==> config.mk <==
export PLATFORM = sky130hd
export DESIGN_NAME = sprmx_top
export DESIGN_NICKNAME = d
export VERILOG_FILES = /design/src/core/sprmx_pkg.sv /design/src/core/sprmx_top.sv
export SDC_FILE = /design/constraint.sdc
export NUM_CORES = 1
export LEC_CHECK = 0
export BUFFER_PORTS_ARGS = -buffer_cell sky130_fd_sc_hd__buf_4
export CAP_MARGIN = 0
export CORE_MARGIN = 4
export CORE_UTILIZATION = 45
export DETAILED_ROUTE_END_ITERATION = 16
export GPL_ROUTABILITY_DRIVEN = 0
export PLACE_DENSITY = 0.87
export SYNTH_ARGS = -nofsm -noshare
export SYNTH_HDL_FRONTEND = slang
export SYNTH_SLANG_ARGS = --single-unit
export TNS_END_PERCENT = 30
==> constraint.sdc <==
create_clock -name clk -period 1.6 [get_ports clk]
set_clock_uncertainty 0.1 [all_clocks]
set_input_delay 0.08 -clock clk [delete_from_list [all_inputs] [get_ports clk]]
set_output_delay 0.08 -clock clk [all_outputs]
set_load 0.03 [all_outputs]
==> src/core/sprmx_pkg.sv <==
// Package of constants and types for the system pin remap and interrupt line select block
package sprmx_pkg;
   localparam logic [31:0] SPRMX_BASE_ADDR   = 32'h4001_0000;
   localparam logic [31:0] SPRMX_WINDOW_MASK = 32'hFFFF_FFF0;
   localparam logic [3:0]  OFS_PIN_PAIR      = 4'h0;
   localparam logic [3:0]  OFS_CONV_REMAP    = 4'h4;
   localparam logic [3:0]  OFS_SRC_SEL_LO    = 4'h8;
   localparam logic [3:0]  OFS_SRC_SEL_HI    = 4'hC;
   localparam int          POS_PIN_PAIR      = 4;
   localparam int          POS_CONV0_IN9     = 31;
   localparam int          POS_CONV0_IN8     = 30;
   localparam int          POS_CONV1_IN15    = 29;
   localparam int          POS_CONV1_IN14    = 28;
   localparam int          SEL_WIDTH         = 4;
   localparam int          SEL_FIELDS        = 4;
   localparam int          NUM_LINES         = 8;
   localparam int          NUM_PORTS         = 6;
   localparam logic [31:0] RESET_VALUE       = 32'h0000_0000;
   localparam logic [31:0] PIN_PAIR_MASK     = 32'h0000_0010;
   localparam logic [31:0] CONV_REMAP_MASK   = 32'hF000_0000;
   localparam logic [31:0] SRC_SEL_MASK      = 32'h0000_FFFF;
   localparam logic [2:0]  SEL_LAST_PORT     = 3'h5;

   // APB request bundle
   typedef struct packed {
      logic        psel;
      logic        penable;
      logic        pwrite;
      logic [31:0] paddr;
      logic [31:0] pwdata;
      logic [3:0]  pstrb;
   } sprmx_apb_req_t;

   // Routing controls derived from the registers
   typedef struct packed {
      logic pinPairRemap;
      logic conv0In9Remap;
      logic conv0In8Remap;
      logic conv1In15Remap;
      logic conv1In14Remap;
   } sprmx_remap_t;
endpackage

==> src/core/sprmx_top.sv <==
// Pin remap and interrupt line source select block with APB register slave
//
// The APB register port was left to the implementer.
`timescale 1ns/1ps
// Contract
// - Registers decode in a window at the fixed base address, each at its offset.
// - Registers take only full 32-bit word writes; partial strobes are refused.
// - All four registers reset to zero, so no remap and every line selects port A.
// - Bit 4 of the pin pair register moves port A pins 9/12 onto the shared pins of pins 10/11; here it only drives remapCtrl.pinPairRemap.
// - The pin pair bit is set only by software writes and cleared by software writes or by reset.
// - Bit 31 of the converter register moves converter 0 input 9 from port B pin 1 to port C pin 6.
// - Bit 30 moves converter 0 input 8 from port B pin 2 to port C pin 7.
// - Bit 29 moves converter 1 input 15 from port B pin 13 to port D pin 14.
// - Bit 28 moves converter 1 input 14 from port B pin 14 to port D pin 15.
// - Each selector ignores its top bit; codes 0 to 5 pick ports A to F, codes 6 and 7 are reserved.
// - The low source register holds selectors of lines 0 to 3 in successive nibbles, upper half reserved.
// - The high source register holds selectors of lines 4 to 7 in successive nibbles, upper half reserved.
module sprmx_top
   import sprmx_pkg::*;
(
   input  wire logic                 clk,
   input  wire logic                 rstn,
   input  wire sprmx_apb_req_t       apbReq,
   output logic [31:0]               prdata,
   output logic                      pready,
   output logic                      pslverr,
   input  wire logic [NUM_LINES-1:0] portAIn,
   input  wire logic [NUM_LINES-1:0] portBIn,
   input  wire logic [NUM_LINES-1:0] portCIn,
   input  wire logic [NUM_LINES-1:0] portDIn,
   input  wire logic [NUM_LINES-1:0] portEIn,
   input  wire logic [NUM_LINES-1:0] portFIn,
   input  wire logic                 portBPin1,
   input  wire logic                 portBPin2,
   input  wire logic                 portBPin13,
   input  wire logic                 portBPin14,
   input  wire logic                 portCPin6,
   input  wire logic                 portCPin7,
   input  wire logic                 portDPin14,
   input  wire logic                 portDPin15,
   output logic                      converter0Input9,
   output logic                      converter0Input8,
   output logic                      converter1Input15,
   output logic                      converter1Input14,
   output sprmx_remap_t              remapCtrl,
   output logic [NUM_LINES-1:0]      externalInterruptLine
);

   logic [31:0]     pinPair_q;
   logic [31:0]     convRemap_q;
   logic [31:0]     srcSelLo_q;
   logic [31:0]     srcSelHi_q;
   logic [31:0]     prdata_q;
   logic            pslverr_q;

   wire logic       inWindow;
   wire logic       wordAccess;
   wire logic [3:0] offset;
   wire logic       hitPinPair;
   wire logic       hitConv;
   wire logic       hitLo;
   wire logic       hitHi;
   wire logic       hitAny;
   wire logic       accessDone;
   wire logic       wrOk;
   wire logic       errAccess;
   wire logic [31:0] rdMux;
   wire logic [NUM_LINES*SEL_WIDTH-1:0] selAll;

   // Address window decode
   // base window decode
   assign inWindow   = (apbReq.paddr & SPRMX_WINDOW_MASK) == SPRMX_BASE_ADDR;
   assign offset     = apbReq.paddr[3:0];
   assign hitPinPair = inWindow && (offset == OFS_PIN_PAIR);
   assign hitConv    = inWindow && (offset == OFS_CONV_REMAP);
   assign hitLo      = inWindow && (offset == OFS_SRC_SEL_LO);
   assign hitHi      = inWindow && (offset == OFS_SRC_SEL_HI);
   assign hitAny     = hitPinPair || hitConv || hitLo || hitHi;
   assign wordAccess = !apbReq.pwrite || (apbReq.pstrb == 4'hF);
   assign accessDone = apbReq.psel && apbReq.penable;
   assign wrOk       = accessDone && apbReq.pwrite && hitAny && wordAccess;
   assign errAccess  = !hitAny || !wordAccess;

   assign rdMux = hitPinPair ? (pinPair_q & PIN_PAIR_MASK) :
                  hitConv    ? (convRemap_q & CONV_REMAP_MASK) :
                  hitLo      ? (srcSelLo_q & SRC_SEL_MASK) :
                  hitHi      ? (srcSelHi_q & SRC_SEL_MASK) :
                  RESET_VALUE;

   // Zero wait state slave
   assign pready  = 1'b1;
   assign prdata  = prdata_q;
   assign pslverr = pslverr_q;

   always_ff @(posedge clk or negedge rstn)
   begin
      if (!rstn)
      begin
         pinPair_q   <= RESET_VALUE;
         convRemap_q <= RESET_VALUE;
         srcSelLo_q  <= RESET_VALUE;
         srcSelHi_q  <= RESET_VALUE;
      end
      else if (wrOk)
      begin
         if (hitPinPair)
            pinPair_q <= apbReq.pwdata & PIN_PAIR_MASK;
         if (hitConv)
            convRemap_q <= apbReq.pwdata & CONV_REMAP_MASK;
         if (hitLo)
            srcSelLo_q <= apbReq.pwdata & SRC_SEL_MASK;
         if (hitHi)
            srcSelHi_q <= apbReq.pwdata & SRC_SEL_MASK;
      end
   end

   // Read data and error captured in the setup cycle
   always_ff @(posedge clk or negedge rstn)
   begin
      if (!rstn)
      begin
         prdata_q  <= RESET_VALUE;
         pslverr_q <= 1'b0;
      end
      else if (apbReq.psel && !apbReq.penable)
      begin
         prdata_q  <= apbReq.pwrite ? RESET_VALUE : rdMux;
         pslverr_q <= errAccess;
      end
   end

   // Remap controls
   // pin pair remap bit
   assign remapCtrl.pinPairRemap   = pinPair_q[POS_PIN_PAIR];
   assign remapCtrl.conv0In9Remap  = convRemap_q[POS_CONV0_IN9];
   assign remapCtrl.conv0In8Remap  = convRemap_q[POS_CONV0_IN8];
   assign remapCtrl.conv1In15Remap = convRemap_q[POS_CONV1_IN15];
   assign remapCtrl.conv1In14Remap = convRemap_q[POS_CONV1_IN14];

   assign converter0Input9  = remapCtrl.conv0In9Remap ? portCPin6 : portBPin1;
   assign converter0Input8  = remapCtrl.conv0In8Remap ? portCPin7 : portBPin2;
   assign converter1Input15 = remapCtrl.conv1In15Remap ? portDPin14 : portBPin13;
   assign converter1Input14 = remapCtrl.conv1In14Remap ? portDPin15 : portBPin14;

   assign selAll = {srcSelHi_q[SEL_FIELDS*SEL_WIDTH-1:0], srcSelLo_q[SEL_FIELDS*SEL_WIDTH-1:0]};

   // Port select for one line, top bit ignored
   function automatic logic pick_port(input logic [2:0] code, input logic [NUM_PORTS-1:0] pins);
      logic result;
      result = 1'b0;
      case (code)
         3'h0:    result = pins[0];
         3'h1:    result = pins[1];
         3'h2:    result = pins[2];
         3'h3:    result = pins[3];
         3'h4:    result = pins[4];
         3'h5:    result = pins[5];
         default: result = 1'b0;
      endcase
      return result;
   endfunction

   genvar gi;
   generate
      for (gi = 0; gi < NUM_LINES; gi++)
      begin : g_line
         wire logic [2:0]           code;
         wire logic [NUM_PORTS-1:0] pins;
         assign pins = {portFIn[gi], portEIn[gi], portDIn[gi], portCIn[gi], portBIn[gi], portAIn[gi]};
         assign code = selAll[gi*SEL_WIDTH +: 3];
         assign externalInterruptLine[gi] = pick_port(code, pins);

         a_line_follows: assert property (@(posedge clk) disable iff (!rstn)
            (code <= SEL_LAST_PORT) |-> externalInterruptLine[gi] == pins[code])
            else $error("interrupt line does not follow selected pin");
         a_reserved_low: assert property (@(posedge clk) disable iff (!rstn)
            (code > SEL_LAST_PORT) |-> !externalInterruptLine[gi])
            else $error("reserved selector drives interrupt line");
      end
   endgenerate

   a_partial_refused: assert property (@(posedge clk) disable iff (!rstn)
      (accessDone && apbReq.pwrite && apbReq.pstrb != 4'hF) |=> $stable(pinPair_q) && $stable(convRemap_q)
      && $stable(srcSelLo_q) && $stable(srcSelHi_q))
      else $error("partial write changed a register");
   a_unmapped_err: assert property (@(posedge clk) disable iff (!rstn)
      (apbReq.psel && !apbReq.penable && !inWindow) |=> pslverr)
      else $error("unmapped access without error");
   a_reserved_zero: assert property (@(posedge clk) disable iff (!rstn)
      (pinPair_q & ~PIN_PAIR_MASK) == RESET_VALUE && (srcSelLo_q & ~SRC_SEL_MASK) == RESET_VALUE
      && (convRemap_q & ~CONV_REMAP_MASK) == RESET_VALUE && (srcSelHi_q & ~SRC_SEL_MASK) == RESET_VALUE)
      else $error("reserved bits stored");
   a_pinpair_write: assert property (@(posedge clk) disable iff (!rstn)
      (wrOk && hitPinPair) |=> remapCtrl.pinPairRemap == $past(apbReq.pwdata[POS_PIN_PAIR]))
      else $error("pin pair bit did not take write");
   a_pinpair_hold: assert property (@(posedge clk) disable iff (!rstn)
      !(wrOk && hitPinPair) |=> $stable(remapCtrl.pinPairRemap))
      else $error("pin pair bit changed without write");
   a_conv0_in9: assert property (@(posedge clk) disable iff (!rstn)
      converter0Input9 == (convRemap_q[POS_CONV0_IN9] ? portCPin6 : portBPin1))
      else $error("converter 0 input 9 routed wrong");
   a_conv1_in14: assert property (@(posedge clk) disable iff (!rstn)
      converter1Input14 == (convRemap_q[POS_CONV1_IN14] ? portDPin15 : portBPin14))
      else $error("converter 1 input 14 routed wrong");
   a_lo_readback: assert property (@(posedge clk) disable iff (!rstn)
      (apbReq.psel && !apbReq.penable && !apbReq.pwrite && hitLo)
      |=> prdata == $past(srcSelLo_q & SRC_SEL_MASK))
      else $error("low selector read back wrong");
   a_conv0_in8: assert property (@(posedge clk) disable iff (!rstn)
      converter0Input8 == (convRemap_q[POS_CONV0_IN8] ? portCPin7 : portBPin2))
      else $error("converter 0 input 8 routed wrong");
   a_conv1_in15: assert property (@(posedge clk) disable iff (!rstn)
      converter1Input15 == (convRemap_q[POS_CONV1_IN15] ? portDPin14 : portBPin13))
      else $error("converter 1 input 15 routed wrong");

   // Register read back
   // high selector read back
   a_hi_readback: assert property (@(posedge clk) disable iff (!rstn)
      (apbReq.psel && !apbReq.penable && !apbReq.pwrite && hitHi)
      |=> prdata == $past(srcSelHi_q & SRC_SEL_MASK))
      else $error("high selector read back wrong");
   a_pinpair_readback: assert property (@(posedge clk) disable iff (!rstn)
      (apbReq.psel && !apbReq.penable && !apbReq.pwrite && hitPinPair)
      |=> prdata == $past(pinPair_q & PIN_PAIR_MASK))
      else $error("pin pair register read back wrong");
   a_conv_readback: assert property (@(posedge clk) disable iff (!rstn)
      (apbReq.psel && !apbReq.penable && !apbReq.pwrite && hitConv)
      |=> prdata == $past(convRemap_q & CONV_REMAP_MASK))
      else $error("converter register read back wrong");
   a_unmapped_zero: assert property (@(posedge clk) disable iff (!rstn)
      (apbReq.psel && !apbReq.penable && !apbReq.pwrite && !hitAny)
      |=> prdata == RESET_VALUE)
      else $error("unmapped read returned data");
   a_write_rd_zero: assert property (@(posedge clk) disable iff (!rstn)
      (apbReq.psel && !apbReq.penable && apbReq.pwrite) |=> prdata == RESET_VALUE)
      else $error("write transfer returned read data");

   // Error response
   // partial write flagged
   a_partial_err: assert property (@(posedge clk) disable iff (!rstn)
      (apbReq.psel && !apbReq.penable && apbReq.pwrite && apbReq.pstrb != 4'hF) |=> pslverr)
      else $error("partial write without error");
   a_mapped_ok: assert property (@(posedge clk) disable iff (!rstn)
      (apbReq.psel && !apbReq.penable && hitAny && wordAccess) |=> !pslverr)
      else $error("mapped word access flagged as error");
   a_err_stands: assert property (@(posedge clk) disable iff (!rstn)
      !(apbReq.psel && !apbReq.penable) |=> $stable(pslverr))
      else $error("error response changed outside setup");
   a_rdata_stands: assert property (@(posedge clk) disable iff (!rstn)
      !(apbReq.psel && !apbReq.penable) |=> $stable(prdata))
      else $error("read data changed outside setup");
   a_ready_high: assert property (@(posedge clk) disable iff (!rstn)
      pready)
      else $error("ready not high");

   // Register updates
   // converter register takes write
   a_conv_write: assert property (@(posedge clk) disable iff (!rstn)
      (wrOk && hitConv) |=> convRemap_q == $past(apbReq.pwdata & CONV_REMAP_MASK))
      else $error("converter register did not take write");
   a_lo_write: assert property (@(posedge clk) disable iff (!rstn)
      (wrOk && hitLo) |=> srcSelLo_q == $past(apbReq.pwdata & SRC_SEL_MASK))
      else $error("low selector did not take write");
   a_hi_write: assert property (@(posedge clk) disable iff (!rstn)
      (wrOk && hitHi) |=> srcSelHi_q == $past(apbReq.pwdata & SRC_SEL_MASK))
      else $error("high selector did not take write");
   a_conv_hold: assert property (@(posedge clk) disable iff (!rstn)
      !(wrOk && hitConv) |=> $stable(convRemap_q))
      else $error("converter register changed without write");
   a_lo_hold: assert property (@(posedge clk) disable iff (!rstn)
      !(wrOk && hitLo) |=> $stable(srcSelLo_q))
      else $error("low selector changed without write");
   a_hi_hold: assert property (@(posedge clk) disable iff (!rstn)
      !(wrOk && hitHi) |=> $stable(srcSelHi_q))
      else $error("high selector changed without write");
   a_unmapped_drop: assert property (@(posedge clk) disable iff (!rstn)
      (accessDone && apbReq.pwrite && !hitAny) |=> $stable(pinPair_q) && $stable(convRemap_q)
      && $stable(srcSelLo_q) && $stable(srcSelHi_q))
      else $error("unmapped write changed a register");
   a_read_no_change: assert property (@(posedge clk) disable iff (!rstn)
      (accessDone && !apbReq.pwrite) |=> $stable(pinPair_q) && $stable(convRemap_q)
      && $stable(srcSelLo_q) && $stable(srcSelHi_q))
      else $error("read changed a register");

   // Reset state
   // registers clear in reset
   a_reset_clear: assert property (@(posedge clk)
      !rstn ##1 !rstn |-> pinPair_q == RESET_VALUE && convRemap_q == RESET_VALUE
      && srcSelLo_q == RESET_VALUE && srcSelHi_q == RESET_VALUE)
      else $error("register not cleared by reset");
   a_reset_bus: assert property (@(posedge clk)
      !rstn ##1 !rstn |-> prdata == RESET_VALUE && !pslverr)
      else $error("bus outputs not cleared by reset");
   // lines follow port A in reset
   a_reset_lines: assert property (@(posedge clk)
      !rstn ##1 !rstn |-> externalInterruptLine == portAIn)
      else $error("interrupt lines not on port A in reset");
   // converters on port B in reset
   a_reset_conv: assert property (@(posedge clk)
      !rstn ##1 !rstn |-> converter0Input9 == portBPin1 && converter0Input8 == portBPin2
      && converter1Input15 == portBPin13 && converter1Input14 == portBPin14)
      else $error("converter inputs not on port B in reset");

endmodule // sprmx_top

; Word level (Yosys, flattened, before mapping)
; Cells that the tools add are included.
[totals]
register_bits = 70
inputBits = 129
out_inout_bits = 51
word_cells = 99
[classes]
eq_ne = 45
muxes = 17
n_reduce_logical = 31
[op_table]
columns = operator, n
row1 = two-way mux 32 bit, 3
row2 = "== test 3 x 2 -> 1 bit, second input constant", 16
row3 = "== test 3 bit, second input constant", 16
row4 = one-hot mux 1 bit (6 select lines), 8
row5 = two-way mux 16 bit, 2
row6 = "== test 28 x 27 -> 1 bit, second input constant", 1
row7 = "== test 3 x 1 -> 1 bit, second input constant", 8
row8 = logical NOT 3 bit, 8
row9 = "== test 4 bit, second input constant", 3
row10 = logical AND 1 bit, 9
row11 = AND reduction 2 bit, 4
row12 = logical OR 1 bit, 5
row13 = "== test 4 x 3 -> 1 bit, second input constant", 1
row14 = logical NOT 1 bit, 4
row15 = logical NOT 4 bit, 1
row16 = two-way mux 1 bit, 4

; Depth between registers and ports, before layout
[logic_depth]
depth_word = 8
depth_mapped = 6
ltp_nobuf = 4

; Worst setup path after synthesis
; Ideal clock, no wire load.
[synth_path]
kind = in2reg
start = input apbReq[40] in the netlist's numbering
end = register srcSelHi_q[10]
setup_time_ns = 0.125
arrival_time_ns = 1.588
t_required_ns = 1.375
slack_ns = -0.213
cell_stages = 5
n_path_buf = 1
path_cell_list = nor4_1 > nand4_1 > nor4_4 > buf_6 > mux2_4
[synth_via]
elab_chain_len = 8
word_cells_on_any_way = 11
cone_classes = eq/ne (1) / reduce/logical (10)
[synth_lines]
columns = element, line_no
row1 = start: declaration, sprmx_top.sv:23  ; input wire sprmx_apb_req_t apbReq,
row2 = == test 28 x 27 -> 1 bit *, sprmx_top.sv:72  ; assign inWindow = (apbReq.paddr & SPRMX_WINDOW_MASK) == SPRMX_BASE_ADDR;
row3 = "logical AND 1 bit, on equally long branches", "sprmx_top.sv:74, sprmx_top.sv:75"
row4 = logical OR 1 bit (3 in a row), sprmx_top.sv:78  ; assign hitAny = hitPinPair || hitConv || hitLo || hitHi;
row5 = logical AND 1 bit (2 in a row), sprmx_top.sv:81  ; assign wrOk = accessDone && apbReq.pwrite && hitAny && wordAccess;
row6 = AND reduction 2 bit (no line) *, --
row7 = end signal: assignment, sprmx_top.sv:113  ; srcSelHi_q <= apbReq.pwdata & SRC_SEL_MASK;
row8 = end: declaration, sprmx_top.sv:52  ; logic [31:0] srcSelHi_q;
; Mark *: on every way between the ends. The rest lies on a longest branch, timed or not.
; A chain may end at the register's enable or synchronous reset.

; Final worst setup path
[layout_path]
start = register srcSelHi_q[8]
end = output externalInterruptLine[6]
[layout_via]
elab_chain_len = 2
word_cells_on_any_way = 7
cone_classes = eq/ne (5) / mux (1) / reduce/logical (1)
[layout_lines]
columns = element, line_no
row1 = "== test 3 bit, or another cell as far along", sprmx_top.sv:151  ; case (code)
row2 = one-hot mux 1 bit (6 select lines) *, sprmx_top.sv:151
row3 = end: declaration, sprmx_top.sv:46  ; output logic [NUM_LINES-1:0] externalInterruptLine
; Marked as above.

==> summary.txt <==
outcome = finished, violations left
violated checks = setup timing
pre-CTS setup slack = -0.280 ns
post-synthesis cell area = 0.00326 mm^2
total global routing overflow = 0
Power Density = 674 mW/mm^2
Area after DPL = 0.00467 mm^2
Yosys cell types = 32
vias in the first global route = 3,197
worst skew pair latency = 0.33 ns
routed wire length = 9630 um
Avg Cell Area, Syn = 13.0 um^2
worst-path fanout max = 2
Top FF cell, synth = dfrtp_1
Achievable Freq = 0.549 GHz
Hold Path Class = in -> reg
Post-synth ARST share = 100%
FF-to-FF path depth = 5
first-pass GRT wire length = 15,600 um
leading cell types by total area after synthesis = dfrtp_1 45%, mux2_2 10%, mux2_4 9.2%
ANT nets after route = 0
critical path class = reg -> out
Post-synth EDFFs = 0
Placed Cells = 513
Die H = 93.1 um
largest net degree at the start of global routing = 59
Final Hold Viols = 0
Mapped Cells = 250
combinational share of power = 15.4%
maximum vdd drop = 0.000580 V
top cell type's share of synthesized area = 44.6%
diodes inserted = 0
non-filler instance count after layout = 552
core area = 0.00691 mm^2
die area = 0.00866 mm^2
CP max-delay cell = mux4_2
Final nets = 580
area occupied by multi-input gates = 0.00176 mm^2
register area share after synthesis = 44.6%
Reg clk slew, reported paths = 0.07 ns
number of H-tree levels = 3
row count = 30
final routed DRC violation total = 0
WL per Instance = 17.4 um
register area = 0.00145 mm^2
CTS buffer count = 9
layout cells sized above 1 = 57.9%
CTS tree = yes
Critical Path RT = 1.42 ns
fillers = 490
switching share of power = 23.1%
Reg power frac = 42.1%
Layout area overhead = 58.9%
dpl hpwl = 7160 um
Tcrit/Tclk final = 114%
setup violators final = 8
most common cell in the netlist = dfrtp_1
slew margin rel. = 52.0%
post-route setup slack = -0.223 ns
Seq cells post-synth = 58
Num Clock Sinks = 58
internal power = 2.68 mW
YS warnings = 0
Worst-Margin Slew = 0.719 ns
Switching Power = 806 uW
finished layout cell area = 0.00517 mm^2
GR Util All Layers = 22.8%
drt pass-1 iters = 4
root buffer cell = clkbuf_8
Startpoint Class = register
Vias = 2,823
worst hold slack = 0.0565 ns
Synth top cells by count = 58 x dfrtp_1, 29 x mux2_2, 24 x mux2i_1
max cap viols = 0
endpoint class of the critical path = output pin
Slowest Stage Delay on Critical Path = 0.50 ns
Ports = 180
DR iter-0 viols = 81
RSZ-0062 raised after global routing = yes
CP Cell Sequence = mux4_2 -> mux2_4 -> buf_6
clock buffer depth = 2
Pleak = 2.52 nW
Final Util = 74.9%
Initial Utilization = 47.1%
Clk pwr share = 42.5%
hold path cells = 4
Worst Path Arrival = 1.64 ns
leading area contributor after synthesis = dfrtp_1
max-slew violations = 0
fin crit period = 1.82 ns
initial antenna violation count = 0
port bufs = 154
Vias/cell = 5.11
Die W = 93.1 um
[final cells by class]
cell class | instances | area share (%)
Clock inverter | 5 | 1.50
Timing Repair Buffer | 201 | 31.3
Multi-Input combinational cell | 180 | 34.0
Inverter | 1 | 0.0726
Sequential cell | 58 | 28.1
Tap cell | 96 | 2.32
Clock buffer | 11 | 2.73
[cell families after synthesis]
kind of cell / synth area share (%)
buffers and inverters: 4.65
AO/OA/AOI/OAI: 4.61
other: 0.231
AND/OR/NAND/NOR: 13.8
flip-flops: 44.6
multiplexers: 32.2
[placed cells by master (no fill, tap or decap), types with 2 or more instances in the layout]
cell type / instances
buf_12: 2
clkinv_2: 2
o21ai_0: 4
mux4_2: 8
nor4_4: 7
mux2_2: 23
bufinv_16: 2
nor2b_1: 4
clkbuf_8: 10
dlygate4sd3_1: 21
mux2i_1: 24
nand4_1: 2
and4_1: 2
nand3_1: 4
nand2_1: 23
buf_6: 9
nor4b_4: 2
a21oi_1: 2
nand4_4: 2
dfrtp_1: 58
o31ai_1: 16
nor2_1: 12
conb_1: 13
buf_4: 169
mux2_4: 26
[what timing repair did]
item | 4_1_cts | 5_1_grt
endpoints found under the hold margin | 95 | 0
setup buffers | 1 | 1
gates resized for setup | 9 | 6
endpoints found under the setup margin | 8 | 16
pin swaps | 0 | 0
hold buffers | 21 | 0
[routing by layer]
layer  wire, um  up-vias  share of wire, %  track usage, %
li1           -     1308                 -               -
met1       3560     1382                37            25.4
met2       5390      116                56            42.7
met3        530       17               5.5            4.34
met4        155        0               1.6            8.67
met5          0        -                 0               0
[per-stage QoR]
stage	TNS (ns)	total power, mW
global route	-2.23	3.62
finish	-1.66	3.49
detailed placement	-12.91	1.98
floorplan	-3.94	1.68
CTS	-1.77	3.51
global placement	-10.31	1.96
[worst max-delay path, delay by kind of cell (launching register included)]
kind                   cells  cell delay (ns)
buffers and inverters      1             0.14
multiplexers               2             0.79
flip-flops                 1             0.38
[power by group through the flow]
stage               clock network, mW  registers (mW)  logic (mW)
finish                           1.48            1.47       0.538
global route                     1.58            1.46       0.574
CTS                              1.51            1.47       0.535
detailed placement                  0            1.49       0.481
global placement                    0            1.49       0.466
floorplan                           0            1.49       0.189
[state kept, by name, summed over array words and instances, names as in the netlist]
signal,cells
pinPair_q,1
srcSelHi_q,16
srcSelLo_q,16
pslverr,1
convRemap_q,4
prdata,20
[path summary, 6_finish.rpt]
kind	start	slack (ns)	end
min in group asynchronous	rstn	0.26	prdata[14]
max	srcSelHi_q[8]	-0.22	externalInterruptLine[6]
max in group asynchronous	rstn	0.67	srcSelHi_q[5]
min	apbReq[39]	0.06	prdata[28]
max reg2reg	srcSelHi_q[4]	0.38	prdata[4]
min reg2reg	prdata[4]	0.39	prdata[4]
No activity file was read; power rests on OpenSTA's default activity.
